**config.mk**
```make
export PLATFORM = sky130hd
export DESIGN_NAME = fsl_frame_sync_lock
export DESIGN_NICKNAME = d
export VERILOG_FILES = /design/src/shared/fsl_pkg.sv /design/src/rtl/fsl_frame_sync_lock.sv
export SDC_FILE = /design/constraint.sdc
export NUM_CORES = 1
export LEC_CHECK = 0
export ABC_CLOCK_PERIOD_IN_PS = 5400
export BUFFER_PORTS_ARGS = -buffer_cell sky130_fd_sc_hd__buf_2
export CAP_MARGIN = 15
export CELL_PAD_IN_SITES_DETAIL_PLACEMENT = 1
export CELL_PAD_IN_SITES_GLOBAL_PLACEMENT = 1
export CORE_MARGIN = 2
export CORE_UTILIZATION = 47
export CTS_CLUSTER_SIZE = 24
export DETAILED_ROUTE_END_ITERATION = 16
export PLACE_DENSITY = 0.83
export SYNTH_ARGS = -nofsm -noshare
export SYNTH_HDL_FRONTEND = slang
export SYNTH_SLANG_ARGS = --single-unit
```
**constraint.sdc**
```tcl
create_clock -name mclk -period 5.4 [get_ports mclk]
set_input_delay 0.81 -clock mclk [delete_from_list [all_inputs] [get_ports mclk]]
set_output_delay 0.81 -clock mclk [all_outputs]
set_load 0.005 [all_outputs]
```
**src/shared/fsl_pkg.sv**
```systemverilog
`default_nettype none
package fsl_pkg;
	// Register bank codes (bank letter A..I as 0..8)
	localparam logic [3:0] BANK_A            = 4'h0;
	localparam logic [3:0] BANK_B            = 4'h1;
	// Register offsets inside their bank
	localparam logic [7:0] OFS_PAD_EN        = 8'h25;
	localparam logic [7:0] OFS_LOCK_CTRL     = 8'h0A;
	localparam logic [7:0] OFS_ROW_TGT_HI    = 8'h50;
	localparam logic [7:0] OFS_ROW_TGT_LO    = 8'h51;
	localparam logic [7:0] OFS_COL_TGT_HI    = 8'h52;
	localparam logic [7:0] OFS_COL_TGT_LO    = 8'h53;
	localparam logic [7:0] OFS_PULSE_WIDTH   = 8'h54;
	localparam logic [7:0] OFS_UPDATE_STROBE = 8'h59;
	// Field positions
	localparam int BIT_PAD_EN      = 0;
	localparam int BIT_ROLE        = 4;
	localparam int BIT_LOCK_EN     = 5;
	localparam int BIT_UPDATE      = 0;
	localparam int TGT_HI_W        = 5;
	localparam int TGT_LO_W        = 8;
	localparam int TGT_W           = TGT_HI_W + TGT_LO_W;
	localparam int PW_W            = 8;
	// Reset values
	localparam logic             RST_PAD_EN  = 1'b0;
	localparam logic             RST_LOCK_EN = 1'b0;
	localparam logic             RST_ROLE    = 1'b0;
	localparam logic [TGT_W-1:0] RST_ROW_TGT = 13'h0001;
	localparam logic [TGT_W-1:0] RST_COL_TGT = 13'h0001;
	localparam logic [PW_W-1:0]  RST_PW      = 8'h10;
	// Least pulse the master drives, in pixel clocks
	localparam logic [PW_W-1:0]  MIN_PW      = 8'h04;

	typedef struct packed {
		logic             lock_en;
		logic             master;
		logic [TGT_W-1:0] row_tgt;
		logic [TGT_W-1:0] col_tgt;
		logic [PW_W-1:0]  width;
	} fsl_cfg_t;

	localparam fsl_cfg_t RST_CFG = '{
		lock_en: RST_LOCK_EN,
		master:  RST_ROLE,
		row_tgt: RST_ROW_TGT,
		col_tgt: RST_COL_TGT,
		width:   RST_PW
	};

	typedef enum logic {
		PG_IDLE  = 1'b0,
		PG_DRIVE = 1'b1
	} fsl_pg_t;
endpackage
`default_nettype wire

```
**src/rtl/fsl_frame_sync_lock.sv**
```systemverilog
// Overview of operation
// Master drives the sync pulse on the pad; slave takes pad as reference.
// A master pulse stays high at least four pixel clocks.
// Master starts the pulse when row and column hit their targets.
// Master holds the pulse high for the programmed width in clocks.
// Slave on pulse rise loads row target and column target plus one.
// Pad enable at bit zero gates the pad; resets to disabled.
// Lock enable at bit five switches locking on; resets off.
// Role bit four selects slave at zero, master at one; resets slave.
// Row target is 13 bits from 5 high and 8 low; resets to one.
// Column target is 13 bits from 5 high and 8 low; resets to one.
// Pulse width is 8 bits in pixel clocks; resets to sixteen.
// With update strobe set, new lock settings apply from next frame.
// Counters advance each clock, wrapping at frame width and height.
// With lock or pad disabled, no pulse driven and no reload.
`timescale 1ns/1ps
`default_nettype none
module fsl_frame_sync_lock
	import fsl_pkg::*;
#(
	parameter int FRAME_W = 2200,
	parameter int FRAME_H = 1125
)
(
	// Clock, reset, enable
	input  wire logic              mclk,
	input  wire logic              rst,
	input  wire logic              ce,
	// Register port
	input  wire logic              reg_wr,
	input  wire logic              reg_rd,
	input  wire logic [3:0]        reg_bank,
	input  wire logic [7:0]        reg_addr,
	input  wire logic [7:0]        reg_wdata,
	output var  logic [7:0]        reg_rdata,
	// Sync pad
	input  wire logic              sync_pad_in,
	output var  logic              sync_pad_out,
	output var  logic              sync_pad_oe_n,
	// Timing state
	output var  logic [TGT_W-1:0]  row_count,
	output var  logic [TGT_W-1:0]  col_count,
	output var  logic              frame_start
);

	// Counters cannot hold frames this large or this small
	if (FRAME_W < 2 || FRAME_W > (1 << TGT_W) ||
	    FRAME_H < 2 || FRAME_H > (1 << TGT_W))
	begin : g_size_check
		$error("fsl_frame_sync_lock: frame size out of range");
	end

	localparam logic [TGT_W-1:0] COL_LAST = TGT_W'(FRAME_W - 1);
	localparam logic [TGT_W-1:0] ROW_LAST = TGT_W'(FRAME_H - 1);

	function automatic logic hit(input logic [3:0] b, input logic [7:0] a,
	                             input logic [3:0] wb, input logic [7:0] wa);
		hit = (b == wb) && (a == wa);
	endfunction

	// Registers: staged settings, active settings, strobe
	logic             pad_en_q, pad_en_d;
	fsl_cfg_t         stage_q, stage_d;
	fsl_cfg_t         act_q, act_d;
	logic             upd_q, upd_d;
	logic [7:0]       rdata_q, rdata_d;

	// Pad input synchroniser and filtered level
	logic             s1_q, s2_q, s3_q, lvl_q;
	logic             lvl_d;
	logic             rise;

	// Counters and pulse generator
	logic [TGT_W-1:0] row_q, row_d, col_q, col_d;
	logic             fs_q, fs_d;
	fsl_pg_t          pg_q, pg_d;
	logic [PW_W-1:0]  pcnt_q, pcnt_d;

	logic             wr_ctrl, wr_strobe;
	logic             lock_live, is_master, is_slave, frame_end;
	logic [PW_W-1:0]  eff_w;
	logic [TGT_W-1:0] col_load;

	assign lock_live = act_q.lock_en && pad_en_q;
	assign is_master = lock_live && act_q.master;
	assign is_slave  = lock_live && !act_q.master;
	assign frame_end = (col_q == COL_LAST) && (row_q == ROW_LAST);
	assign eff_w = (act_q.width < MIN_PW) ? MIN_PW : act_q.width;
	assign col_load = (act_q.col_tgt >= COL_LAST) ? '0 :
	                  act_q.col_tgt + TGT_W'(1);
	assign wr_strobe = reg_wr && hit(reg_bank, reg_addr, BANK_B,
	                                 OFS_UPDATE_STROBE);

	// Register write and read path
	always_comb
	begin
		pad_en_d = pad_en_q;
		stage_d  = stage_q;
		upd_d    = upd_q;
		rdata_d  = rdata_q;
		wr_ctrl  = 1'b0;
		if (reg_wr)
		begin
			wr_ctrl = 1'b1;
			if (hit(reg_bank, reg_addr, BANK_A, OFS_PAD_EN))
				pad_en_d = reg_wdata[BIT_PAD_EN];
			else if (hit(reg_bank, reg_addr, BANK_B, OFS_LOCK_CTRL))
			begin
				stage_d.lock_en = reg_wdata[BIT_LOCK_EN];
				stage_d.master  = reg_wdata[BIT_ROLE];
			end
			else if (hit(reg_bank, reg_addr, BANK_B, OFS_ROW_TGT_HI))
				stage_d.row_tgt[TGT_W-1:TGT_LO_W] =
					reg_wdata[TGT_HI_W-1:0];
			else if (hit(reg_bank, reg_addr, BANK_B, OFS_ROW_TGT_LO))
				stage_d.row_tgt[TGT_LO_W-1:0] = reg_wdata;
			else if (hit(reg_bank, reg_addr, BANK_B, OFS_COL_TGT_HI))
				stage_d.col_tgt[TGT_W-1:TGT_LO_W] =
					reg_wdata[TGT_HI_W-1:0];
			else if (hit(reg_bank, reg_addr, BANK_B, OFS_COL_TGT_LO))
				stage_d.col_tgt[TGT_LO_W-1:0] = reg_wdata;
			else if (hit(reg_bank, reg_addr, BANK_B, OFS_PULSE_WIDTH))
				stage_d.width = reg_wdata;
			else
				wr_ctrl = 1'b0;
		end
		// Frame boundary consumes the strobe; a write in that cycle wins
		if (upd_q && frame_end)
			upd_d = 1'b0;
		if (wr_strobe)
			upd_d = reg_wdata[BIT_UPDATE];
		if (reg_rd)
		begin
			rdata_d = 8'h00;
			if (hit(reg_bank, reg_addr, BANK_A, OFS_PAD_EN))
				rdata_d[BIT_PAD_EN] = pad_en_q;
			else if (hit(reg_bank, reg_addr, BANK_B, OFS_LOCK_CTRL))
			begin
				rdata_d[BIT_LOCK_EN] = stage_q.lock_en;
				rdata_d[BIT_ROLE]    = stage_q.master;
			end
			else if (hit(reg_bank, reg_addr, BANK_B, OFS_ROW_TGT_HI))
				rdata_d[TGT_HI_W-1:0] = stage_q.row_tgt[TGT_W-1:TGT_LO_W];
			else if (hit(reg_bank, reg_addr, BANK_B, OFS_ROW_TGT_LO))
				rdata_d = stage_q.row_tgt[TGT_LO_W-1:0];
			else if (hit(reg_bank, reg_addr, BANK_B, OFS_COL_TGT_HI))
				rdata_d[TGT_HI_W-1:0] = stage_q.col_tgt[TGT_W-1:TGT_LO_W];
			else if (hit(reg_bank, reg_addr, BANK_B, OFS_COL_TGT_LO))
				rdata_d = stage_q.col_tgt[TGT_LO_W-1:0];
			else if (hit(reg_bank, reg_addr, BANK_B, OFS_PULSE_WIDTH))
				rdata_d = stage_q.width;
			else if (hit(reg_bank, reg_addr, BANK_B, OFS_UPDATE_STROBE))
				rdata_d[BIT_UPDATE] = upd_q;
		end
	end

	// Active settings follow staged ones at once, or at frame end
	always_comb
	begin
		act_d = act_q;
		if (upd_q)
		begin
			if (frame_end)
				act_d = stage_q;
		end
		else if (!wr_ctrl)
			act_d = stage_q;
	end

	always_ff @(posedge mclk or posedge rst)
	begin
		if (rst)
		begin
			pad_en_q <= RST_PAD_EN;
			stage_q  <= RST_CFG;
			act_q    <= RST_CFG;
			upd_q    <= 1'b0;
			rdata_q  <= 8'h00;
		end
		else if (ce)
		begin
			pad_en_q <= pad_en_d;
			stage_q  <= stage_d;
			act_q    <= act_d;
			upd_q    <= upd_d;
			rdata_q  <= rdata_d;
		end
	end

	// Pad level counts once second and third stages agree
	assign rise = (s2_q == s3_q) && s3_q && !lvl_q;
	always_comb
	begin
		lvl_d = lvl_q;
		if (s2_q == s3_q)
			lvl_d = s3_q;
	end

	always_ff @(posedge mclk or posedge rst)
	begin
		if (rst)
		begin
			s1_q  <= 1'b0;
			s2_q  <= 1'b0;
			s3_q  <= 1'b0;
			lvl_q <= 1'b0;
		end
		else if (ce)
		begin
			s1_q  <= sync_pad_in;
			s2_q  <= s1_q;
			s3_q  <= s2_q;
			lvl_q <= lvl_d;
		end
	end

	// Row and column counters with slave reload
	always_comb
	begin
		col_d = col_q;
		row_d = row_q;
		fs_d  = 1'b0;
		if (is_slave && rise)
		begin
			row_d = act_q.row_tgt;
			col_d = col_load;
		end
		else if (col_q == COL_LAST)
		begin
			col_d = '0;
			if (row_q == ROW_LAST)
			begin
				row_d = '0;
				fs_d  = 1'b1;
			end
			else
				row_d = row_q + TGT_W'(1);
		end
		else
			col_d = col_q + TGT_W'(1);
	end

	// Master pulse generator
	always_comb
	begin
		pg_d   = pg_q;
		pcnt_d = pcnt_q;
		unique case (pg_q)
			PG_IDLE:
			begin
				if (is_master && row_q == act_q.row_tgt &&
				    col_q == act_q.col_tgt)
				begin
					pg_d   = PG_DRIVE;
					pcnt_d = eff_w - PW_W'(1);
				end
			end
			PG_DRIVE:
			begin
				if (!is_master)
					pg_d = PG_IDLE;
				else if (pcnt_q == '0)
					pg_d = PG_IDLE;
				else
					pcnt_d = pcnt_q - PW_W'(1);
			end
		endcase
	end

	always_ff @(posedge mclk or posedge rst)
	begin
		if (rst)
		begin
			row_q  <= '0;
			col_q  <= '0;
			fs_q   <= 1'b0;
			pg_q   <= PG_IDLE;
			pcnt_q <= '0;
		end
		else if (ce)
		begin
			row_q  <= row_d;
			col_q  <= col_d;
			fs_q   <= fs_d;
			pg_q   <= pg_d;
			pcnt_q <= pcnt_d;
		end
	end

	// Pad is driven only as an enabled master; released otherwise
	// Gated so the pulse never outlives the drive enable by a clock
	assign sync_pad_out  = (pg_q == PG_DRIVE) && is_master;
	assign sync_pad_oe_n = !is_master;
	assign reg_rdata     = rdata_q;
	assign row_count     = row_q;
	assign col_count     = col_q;
	assign frame_start   = fs_q;

endmodule
`default_nettype wire

```
==> results of run 1 <==
[power groups by stage]
stage	combinational [mW]	clock, mW	sequential (mW)
2_1_floorplan	0.170	0	1.02
3_3_place_gp	0.235	0	1.04
3_5_place_dp	0.243	0	1.05
4_1_cts	0.252	1.15	1.04
5_1_grt	0.281	1.19	1.05
6_report	0.252	1.15	1.04
[area by class of cell]
type | count | area, sq um
Sequential cell | 122 | 3060
Clock buffer | 27 | 543
Inverter | 27 | 104
Clock inverter | 5 | 55.1
Fill cell | 1541 | 6180
Timing Repair Buffer | 66 | 353
Tap cell | 180 | 225
Multi-Input combinational cell | 470 | 3360
[stage by stage]
step | setup WS, ns | util [%] | hold WS [ns]
after floorplan | 1.36 | - | 0.464
after global placement | 2.04 | 51.0 | 0.461
after detailed placement | 1.94 | 51.0 | 0.470
after CTS | 2.15 | 55.4 | 0.482
after global routing | 2.13 | 55.5 | 0.513
final | 2.50 | 55.5 | 0.479
[worst max path at each step]
stage                      start  depth (start not counted)        end  slack (ns)
CTS                 col_count[0]                          7  act_q[27]        2.15
global placement     reg_addr[1]                          7  act_q[27]        2.04
floorplan                    rst                          1   act_q[0]        1.36
global route            act_q[6]                         10  pcnt_q[6]        2.13
finish                  act_q[5]                         10  pcnt_q[6]        2.50
detailed placement   reg_addr[1]                          7  act_q[27]        1.94
[placed cells by master (no fill, tap or decap), types with 23 or more instances in the layout]
cell type,instances
mux2_1,30
xnor2_1,32
nand3_1,27
mux2_2,47
a21oi_1,23
inv_1,25
o21ai_0,52
nor2_1,38
dfrtp_1,116
nand2_1,39
buf_2,62
[tightest hold or removal path: cells and delay by family, from the launching register on]
family	cells	cell delay [ns]
flip-flops	1	0.34
AND/OR/NAND/NOR	1	0.05
AO/OA/AOI/OAI	1	0.06
[sequential cells by signal, indices dropped and copies added (netlist names), 8 cells and up]
name       count
act_q         36
col_count     13
pcnt_q         8
reg_rdata      8
row_count     13
stage_q       36
[metal layers]
metal	GRT usage [%]	wire length [um]	up-vias
met1	37.8	8920	2828
met2	48.2	10200	175
met5	0	0	-
met4	13.7	711	0
li1	-	-	2501
met3	5.30	881	59
[cell families after synthesis]
group	count (synthesis)	share of synthesized area [%]
mux	84	14.1
compound gates	141	13.6
flops	122	45.9
buf+inv	57	3.59
simple gates	199	16.5
xor+xnor	40	5.26
fa+ha+maj	6	1.13
==> impl_metrics.csv, run 1 <==
group,metric,value,unit
placement,post_dp_cell_area,7090,sq um
clock_tree,postCtsHoldBufs,0,
setup_path,cp_slowest_stage_delay,0.59,ns
timing,finalSetupViolations,0,
yosys,synth_area_leader_cell,"dfrtp_1",
worst_hold_path,hold_path.class,"flop to flop",
clock_tree,clk_pin_slew,0.06,ns
detailed_routing,routed_wl,20.7,mm
setup_path,crit_type,"flop to flop",
power_and_ir_drop,internal_power,1.79,mW
detailed_routing,drc_errors,0,
cells_and_area,drive_gt1_share,22.6,%
yosys,synth_edf_count,0,
floorplanning,core_region_area,13900,sq um
setup_path,regToRegSetupSlack,2.50,ns
yosys,synthTopCellsByArea,"dfrtp_1 (44%), mux2_2 (7.9%), mux2_1 (5.1%)",
worst_hold_path,hold_path.startpoint,"reg_rdata[1]",
timing,rsz0062_at_grt,"no",
yosys,synthArstFlopShare,100,%
setup_path,crit_chain,"or4_1 > nor3_1 > nor3b_1 > a21oi_1 > ha_1 > nand2_1 > a211oi_1 > or2_2 > o21ai_0 > a211oi_1",
placement,dp.cells,864,
setup_path,path_delay_family,"simple AND/OR/NAND/NOR gates",
detailed_routing,route.antenna.remaining_nets,0,
cells_and_area,design_area,7700,sq um
setup_path,cp-start-kind,"flop",
cells_and_area,stdcell_count,897,
timing,fin_skew,0.0115,ns
power_and_ir_drop,net-switching-power,0.642,mW
floorplanning,die_y,123,um
floorplanning,die_w,123,um
power_and_ir_drop,totalPowerFinal,2.44,mW
setup_path,r2r-start,"act_q[5]",
placement,io_buffers,62,
setup_path,critPathCaptureType,"flop",
clock_tree,h-tree-depth,4,
clock_tree,clk_path_buf_depth,2,
yosys,synth_flop_cell,"dfrtp_1",
detailed_routing,vias,5563,
yosys,synth.most_common_cell,"dfrtp_1",
placement,gp_congestion,0.923,
timing,setup_tns,0,ns
timing,drv_slew,0,
timing,finalCriticalPeriod,2.90,ns
detailed_routing,via_per_inst,6.20,
timing,max_freq,0.345,GHz
setup_path,worstPathArrival,3.24,ns
yosys,syn_nets,681,
clock_tree,clockRootBuffer,"clkbuf_16",
power_and_ir_drop,ir_drop,217,uV
detailed_routing,dr.pass1.iters,4,
power_and_ir_drop,power_density,316,nW/um^2
setup_path,crit_buf_inv,0,
yosys,ys_types,64,
detailed_routing,drt-wirelength-per-cell,23.1,um
floorplanning,io_pins,63,
yosys,yosys_warnings,0,
cells_and_area,nets,736,
floorplanning,die_area,15100,sq um
global_routing,antenna_found_initial,0,
clock_tree,cts_resized,0,
timing,worst_slew_pin_slew,1.05,ns
setup_path,path_common_cell,"a211oi_1",
yosys,synthCells,649,
yosys,synth_area,6660,sq um
global_routing,grt_pass1_wl,33.4,mm
yosys,ys_ff_latch,122,
setup_path,rr_endpoint,"pcnt_q[6]",
power_and_ir_drop,power_frac_comb,10.3,%
detailed_routing,drt-initial-drc-count,533,
global_routing,globalRouteOverflowTotal,0,
yosys,ys_seq_area_share,45.9,%
outcome,outcome,"finished, final reports clean",
worst_hold_path,whs_path_depth,2,
run,maxCapViolCount,0,
timing,hold_viol,0,
setup_path,reg2reg_depth,10,
clock_tree,cts_tree,"done",
power_and_ir_drop,p_seq_share,42.6,%
clock_tree,post_cts_buffers,0,
worst_hold_path,whs_endpoint,"reg_rdata[1]",
cells_and_area,diodes,0,
cells_and_area,area_growth,15.6,%
global_routing,grt_pass1_vias,5862,
floorplanning,start_util,48.0,%
timing,timing.slew.headroom,29.7,%
power_and_ir_drop,p_leak,3.50,nW
global_routing,track_usage,29.4,%
placement,hpwl,13.9,mm
power_and_ir_drop,power_frac_clock,47.0,%
setup_path,critPathMaxFanout,5,
clock_tree,insertion_delay,0.43,ns
timing,post-route-period-util,53.7,%
clock_tree,cts.sinks,122,
global_routing,grt_start_max_net_pins,85,
power_and_ir_drop,swShare,26.4,%
setup_path,critical_path_required,5.74,ns
setup_path,cp_slowest_cell,"or4_1",
clock_tree,cts-buffers-inserted,17,
yosys,synth_top_area_share,43.6,%
yosys,synthTopCellsByCount,"dfrtp_1 (116), o21ai_0 (52), mux2_2 (47)",
floorplanning,rows,43,
yosys,avgSynthCellArea,10.3,sq um
(Power assumes the default switching activity.)
==> inputs of run 2 (changes only) <==
--- a/config.mk
+++ b/config.mk
@@ -5,16 +5,16 @@
 export SDC_FILE = /design/constraint.sdc
 export NUM_CORES = 1
 export LEC_CHECK = 0
-export ABC_CLOCK_PERIOD_IN_PS = 5400
+export ABC_CLOCK_PERIOD_IN_PS = 2400
 export BUFFER_PORTS_ARGS = -buffer_cell sky130_fd_sc_hd__buf_2
 export CAP_MARGIN = 15
 export CELL_PAD_IN_SITES_DETAIL_PLACEMENT = 1
 export CELL_PAD_IN_SITES_GLOBAL_PLACEMENT = 1
 export CORE_MARGIN = 2
-export CORE_UTILIZATION = 47
+export CORE_UTILIZATION = 43
 export CTS_CLUSTER_SIZE = 24
 export DETAILED_ROUTE_END_ITERATION = 16
-export PLACE_DENSITY = 0.83
+export PLACE_DENSITY = 0.8
 export SYNTH_ARGS = -nofsm -noshare
 export SYNTH_HDL_FRONTEND = slang
 export SYNTH_SLANG_ARGS = --single-unit
==> constraint.sdc (replaced) <==
create_clock -name mclk -period 2.4 [get_ports mclk]
set_input_delay 0.36 -clock mclk [delete_from_list [all_inputs] [get_ports mclk]]
set_output_delay 0.36 -clock mclk [all_outputs]
set_load 0.005 [all_outputs]
==> impl_metrics.csv, run 2 (synthesized netlist as in run 1, its figures left out) <==
group,metric,value,unit
power_and_ir_drop,ir_drop,476,uV
detailed_routing,highest_layer,"met4",
cells_and_area,area_growth,27.0,%
detailed_routing,routed_wl,22.8,mm
setup_path,worstPathArrival,2.85,ns
global_routing,track_usage,28.9,%
detailed_routing,vias,5939,
power_and_ir_drop,p_leak,3.85,nW
power_and_ir_drop,totalPowerFinal,5.80,mW
timing,worst_slew_pin_slew,0.758,ns
floorplanning,die_area,16500,sq um
floorplanning,die_y,128,um
timing,finalSetupViolations,4,
setup_path,crit_type,"flop to flop",
setup_path,regToRegSetupSlack,-0.12,ns
placement,io_buffers,62,
setup_path,cp-start-kind,"flop",
power_and_ir_drop,power_density,686,nW/um^2
clock_tree,insertion_delay,0.44,ns
placement,gp_congestion,0.899,
cells_and_area,top_regs,"act_q (36), stage_q (36)",
floorplanning,start_util,44.0,%
floorplanning,rows,45,
setup_path,critical_path_required,2.73,ns
timing,hold_viol,0,
setup_path,reg2reg_depth,10,
global_routing,grt_start_max_net_pins,70,
cells_and_area,diodes,0,
timing,drv_slew,0,
detailed_routing,dr.pass1.iters,5,
global_routing,antenna_found_initial,0,
timing,timing.slew.headroom,48.8,%
floorplanning,core_region_area,15100,sq um
global_routing,grt_pass1_vias,6406,
detailed_routing,dr_wl_met2,11.4,mm
clock_tree,clk_path_buf_depth,2,
timing,rsz0062_at_grt,"yes",
setup_path,rr_endpoint,"pcnt_q[6]",
clock_tree,cts_tree,"done",
setup_path,critPathMaxFanout,4,
floorplanning,io_pins,63,
cells_and_area,final_cell_mix,"dfrtp_1 (115), buf_2 (62), buf_4 (62)",
outcome,outcome,"complete, but fails checks",
global_routing,grt_pass1_wl,36.0,mm
detailed_routing,met1_length,9.57,mm
global_routing,globalRouteOverflowTotal,0,
timing,timing.final.ws_setup,-0.123,ns
clock_tree,cts.sinks,122,
worst_hold_path,hold_path.startpoint,"sync_pad_in",
detailed_routing,drc_errors,0,
clock_tree,cts-buffers-inserted,17,
cells_and_area,final_common_cell,"dfrtp_1",
timing,fin_skew,0.00926,ns
detailed_routing,via_per_inst,6.12,
detailed_routing,drt-wirelength-per-cell,23.5,um
clock_tree,clockRootBuffer,"clkbuf_16",
timing,finalCriticalPeriod,2.52,ns
detailed_routing,drt-initial-drc-count,496,
detailed_routing,route.antenna.remaining_nets,0,
placement,hpwl,15.3,mm
setup_path,r2r-start,"act_q[5]",
cells_and_area,drive_gt1_share,32.5,%
outcome,violations,"setup timing",
worst_hold_path,whs_path_depth,2,
floorplanning,die_w,128,um
detailed_routing,dr_wl_met3,1.19,mm
worst_hold_path,whs_endpoint,"s1_q",
run,maxCapViolCount,0,
clock_tree,clk_pin_slew,0.06,ns
cells_and_area,nets,801,
setup_path,critPathCaptureType,"flop",
worst_hold_path,hold_path.class,"input pin to flop",
timing,post-route-period-util,105,%
timing,max_freq,0.396,GHz
placement,place_ws,-0.253,ns
clock_tree,h-tree-depth,4,
-- run 2: changes by cell type in the layout (fill, tap and decap cells not counted), sizes merged --
cell and change:
clkbuf -6, dlygate4sd3 +1, bufinv +3, buf +64, clkinv +2, inv -1
clkinvlp +2
-- run 2: how the worst max path moves through the flow --
stage                       startpoint   endpoint  cells after the start
after floorplan               act_q[6]  pcnt_q[6]                     10
after global placement    col_count[3]  act_q[29]                      8
after detailed placement      act_q[5]  pcnt_q[6]                     10
after CTS                     act_q[5]  pcnt_q[6]                     10
after global routing          act_q[5]  pcnt_q[6]                     10
final                         act_q[5]  pcnt_q[6]                     10
-- run 2: repair_timing --
item / 4_1_cts / 5_1_grt
buffers inserted: 5 / 4
resized for setup: 29 / 12
pin swaps: 10 / 7
setup endpoints to repair: 44 / 35
hold buffers: 1 / 0
endpoints found under the hold margin: 14 / 0
gates cloned: 1 / 0
-- run 2: cell type report --
type	count	area (sq um)
Timing Repair Buffer	131	905
Fill cell	1646	6690
Clock buffer	21	450
Clock inverter	11	170
Tap cell	188	235
Sequential cell	122	3060
Multi-Input combinational cell	470	3530
Inverter	27	105
-- run 2: stage by stage --
stage / util [%] / cells / cell area [sq um] / hold WS (ns) / TNS, ns
3_3_place_gp: 50.0 / 928 / 7580 / 0.366 / 0
5_1_grt: 55.9 / 970 / 8460 / 0.171 / -0.580
2_1_floorplan: - / 649 / 6680 / 0.464 / 0
4_1_cts: 55.5 / 967 / 8400 / 0.159 / -0.122
3_5_place_dp: 50.0 / 928 / 7580 / 0.377 / -0.439
6_report: 55.9 / 970 / 8460 / 0.167 / -0.173
-- run 2: worst max-delay path, stage by stage (launching register included) --
cell and delay, ns:
dfrtp_1 0.41, or4_4 0.55, nor3_4 0.20, nor3b_2 0.10, a21oi_2 0.17, ha_2 0.25
nand2_4 0.08, a211oi_4 0.23, or2_4 0.16, o21ai_1 0.06, a211oi_1 0.22
-- run 2: where the power goes --
group / internal (mW) / total [mW] / leakage (nW) / switching (mW)
Combinational: 0.352 / 0.811 / 1.96 / 0.459
Sequential: 2.15 / 2.24 / 1.59 / 0.0862
Clock: 1.76 / 2.75 / 0.293 / 0.989
-- run 2: per-layer routing --
metal	vias up	GRT usage (%)
li1	2625	-
met5	-	0
met2	229	48.8
met1	3024	36.2
met3	61	6.40
met4	0	11.2
==> inputs of run 3 (changes only) <==
==> config.mk (replaced) <==
export PLATFORM = sky130hd
export DESIGN_NAME = fsl_frame_sync_lock
export DESIGN_NICKNAME = d
export VERILOG_FILES = /design/src/shared/fsl_pkg.sv /design/src/rtl/fsl_frame_sync_lock.sv
export SDC_FILE = /design/constraint.sdc
export NUM_CORES = 1
export LEC_CHECK = 0
export ABC_AREA = 1
export ABC_CLOCK_PERIOD_IN_PS = 2400
export BUFFER_PORTS_ARGS = -buffer_cell sky130_fd_sc_hd__buf_2
export CAP_MARGIN = 15
export CORE_MARGIN = 2
export CORE_UTILIZATION = 50
export CTS_CLUSTER_SIZE = 24
export DETAILED_ROUTE_END_ITERATION = 16
export PLACE_DENSITY = 0.74
export SYNTH_ARGS = -nofsm -noshare
export SYNTH_HDL_FRONTEND = slang
export SYNTH_SLANG_ARGS = --single-unit
==> impl_metrics.csv, run 3 <==
group,metric,value,unit
yosys,synth_edf_count,0,
global_routing,antenna_found_initial,0,
detailed_routing,dr.pass1.iters,5,
timing,timing.hold.ws,0.0230,ns
setup_path,crit_buf_inv,1,
global_routing,track_usage,27.3,%
detailed_routing,vias,6912,
cells_and_area,nets,1113,
yosys,synthTopCellsByCount,"nand2_1 (317), dfrtp_1 (116), inv_1 (111)",
clock_tree,cts_resized,0,
yosys,synthArstFlopShare,100,%
setup_path,path_common_cell,"nand2_1",
floorplanning,die_y,124,um
cells_and_area,stdcell_count,1274,
placement,io_buffers,62,
timing,hold_viol,0,
timing,worst_slew_pin_slew,0.832,ns
cells_and_area,drive_gt1_share,12.2,%
outcome,outcome,"finished, final reports clean",
timing,finalCriticalPeriod,2.18,ns
clock_tree,cts_tree,"done",
yosys,yosys_warnings,0,
setup_path,critPathCaptureType,"flop",
setup_path,cp_slowest_stage_delay,0.43,ns
timing,drv_slew,0,
detailed_routing,drc_errors,0,
yosys,synth_flop_cell,"dfrtp_1",
detailed_routing,drt-wirelength-per-cell,15.1,um
yosys,ys_ff_latch,122,
setup_path,worstPathArrival,2.48,ns
yosys,syn_nets,1045,
clock_tree,clk_path_buf_depth,2,
clock_tree,post_cts_buffers,0,
setup_path,crit_chain,"inv_1 > ha_1 > nand3_1 > nor3_1 > nand2_1 > a21oi_4 > nand2_4 > nand2_1 > nand2_1",
timing,post-route-period-util,90.7,%
timing,rsz0062_at_grt,"no",
floorplanning,io_pins,63,
floorplanning,core_region_area,13900,sq um
power_and_ir_drop,power_frac_comb,13.4,%
global_routing,globalRouteOverflowTotal,0,
global_routing,grt_start_max_net_pins,48,
setup_path,critical_path_required,2.70,ns
cells_and_area,final_util,59.5,%
power_and_ir_drop,internal_power,4.05,mW
timing,finalSetupViolations,0,
detailed_routing,highest_layer,"met4",
yosys,synthTopCellsByArea,"dfrtp_1 (40%), nand2_1 (17%), nand3_1 (6.8%)",
yosys,avgSynthCellArea,7.09,sq um
detailed_routing,via_per_inst,5.43,
setup_path,cp_slowest_cell,"dfrtp_1",
cells_and_area,n_fill_cell,1287,
power_and_ir_drop,power_frac_clock,44.7,%
timing,setup_tns,0,ns
placement,dp.cells,1242,
setup_path,cp-start-kind,"flop",
placement,place_ws,0.215,ns
yosys,synth_area_leader_cell,"dfrtp_1",
global_routing,grt_pass1_wl,32.4,mm
detailed_routing,dr_wl_met2,8.58,mm
worst_hold_path,hold_path.class,"input pin to asynchronous set/reset pin",
timing,max_freq,0.459,GHz
setup_path,path_delay_family,"simple AND/OR/NAND/NOR gates",
timing,fin_skew,0.00591,ns
clock_tree,clk_pin_slew,0.06,ns
detailed_routing,route.antenna.remaining_nets,0,
power_and_ir_drop,totalPowerFinal,5.64,mW
timing,timing.final.ws_setup,0.223,ns
clock_tree,postCtsHoldBufs,0,
power_and_ir_drop,power_density,680,nW/um^2
placement,hpwl,14.5,mm
yosys,synthCells,1013,
timing,timing.slew.headroom,43.9,%
cells_and_area,final_cell_mix,"nand2_1 (317), dfrtp_1 (116), inv_1 (110)",
detailed_routing,routed_wl,19.3,mm
power_and_ir_drop,net-switching-power,1.59,mW
yosys,ys_types,47,
cells_and_area,design_area,8290,sq um
placement,post_dp_cell_area,7710,sq um
floorplanning,start_util,51.5,%
power_and_ir_drop,p_leak,4.29,nW
cells_and_area,diodes,0,
floorplanning,rows,43,
yosys,ys_seq_area_share,42.6,%
yosys,synth_top_area_share,40.4,%
detailed_routing,dr_wl_met3,1.36,mm
setup_path,critPathMaxFanout,36,
run,maxCapViolCount,0,
yosys,synth.most_common_cell,"nand2_1",
clock_tree,h-tree-depth,4,
clock_tree,cts-buffers-inserted,17,
floorplanning,die_w,124,um
detailed_routing,met1_length,8.79,mm
power_and_ir_drop,swShare,28.3,%
clock_tree,insertion_delay,0.42,ns
detailed_routing,drt-initial-drc-count,700,
power_and_ir_drop,ir_drop,497,uV
global_routing,grt_pass1_vias,6475,
cells_and_area,top_regs,"act_q (36), stage_q (36)",
floorplanning,die_area,15300,sq um
power_and_ir_drop,p_seq_share,41.9,%
cells_and_area,final_common_cell,"nand2_1",
yosys,synth_area,7180,sq um
clock_tree,clockRootBuffer,"clkbuf_16",
placement,gp_congestion,0.989,
clock_tree,cts.sinks,122,
cells_and_area,area_growth,15.5,%
setup_path,crit_type,"flop to flop",
run 3: cell count changes in the layout (fill, tap and decap cells not counted), moves of 32 or more:
cell	previous run	this run
nand3_1	26	97
buf_4	62	14
nor2_1	36	96
nand2_1	37	317
o21ai_0	49	81
inv_1	23	110
mux2_2	47	0
run 3: logic make-up after synthesis:
kind of cell             synth area share (%)
buffers and inverters                    8.09
AO/OA/AOI/OAI                            11.7
XOR/XNOR                                 2.68
AND/OR/NAND/NOR                          33.9
adder cells (fa/ha/maj)                  1.05
flip-flops                               42.6
run 3: power by group through the flow:
| stage | registers, mW | clock network [mW] | logic [mW] |
|---|---|---|---|
| floorplan | 2.32 | 0 | 0.531 |
| global placement | 2.39 | 0 | 0.735 |
| detailed placement | 2.39 | 0 | 0.753 |
| CTS | 2.36 | 2.54 | 0.758 |
| global route | 2.38 | 2.64 | 0.874 |
| finish | 2.36 | 2.52 | 0.756 |
run 3: layout make-up:
| class | instances | area, sq um | area share, % |
|---|---|---|---|
| repair buffers | 78 | 455 | 5.49 |
| flip-flops and latches | 122 | 3060 | 36.9 |
| inverters | 113 | 428 | 5.16 |
| clock buffers | 22 | 464 | 5.60 |
| well taps | 180 | 225 | 2.72 |
| multi-input cells | 749 | 3540 | 42.7 |
| clock inverters | 10 | 119 | 1.43 |
run 3: worst paths after layout:
| check | to | cells past startpoint | slack (ns) | from |
|---|---|---|---|---|
| setup / recovery | act_q[10] | 9 | 0.22 | row_count[0] |
| hold / removal | reg_rdata[2] | 2 | 0.02 | rst |
| setup reg to reg | act_q[10] | 9 | 0.22 | row_count[0] |
| hold reg to reg | act_q[20] | 2 | 0.47 | act_q[20] |
| max in group asynchronous | stage_q[8] | 3 | 1.69 | rst |
| min in group mclk | s1_q | 3 | 0.15 | sync_pad_in |
run 3: routing by layer:
| metal | global-route usage [%] | up-vias |
|---|---|---|
| met3 | 4.72 | 42 |
| met2 | 41.4 | 301 |
| met1 | 38.8 | 3140 |
| li1 | - | 3429 |
| met4 | 11.0 | 0 |
| met5 | 0 | - |
run 3: worst reg2reg max path, cell delays in order, from the launching register on:
cell     delay (ns)
dfrtp_1        0.43
inv_1          0.12
ha_1           0.18
nand3_1        0.10
nor3_1         0.32
nand2_1        0.23
a21oi_4        0.22
nand2_4        0.24
nand2_1        0.16
nand2_1        0.07
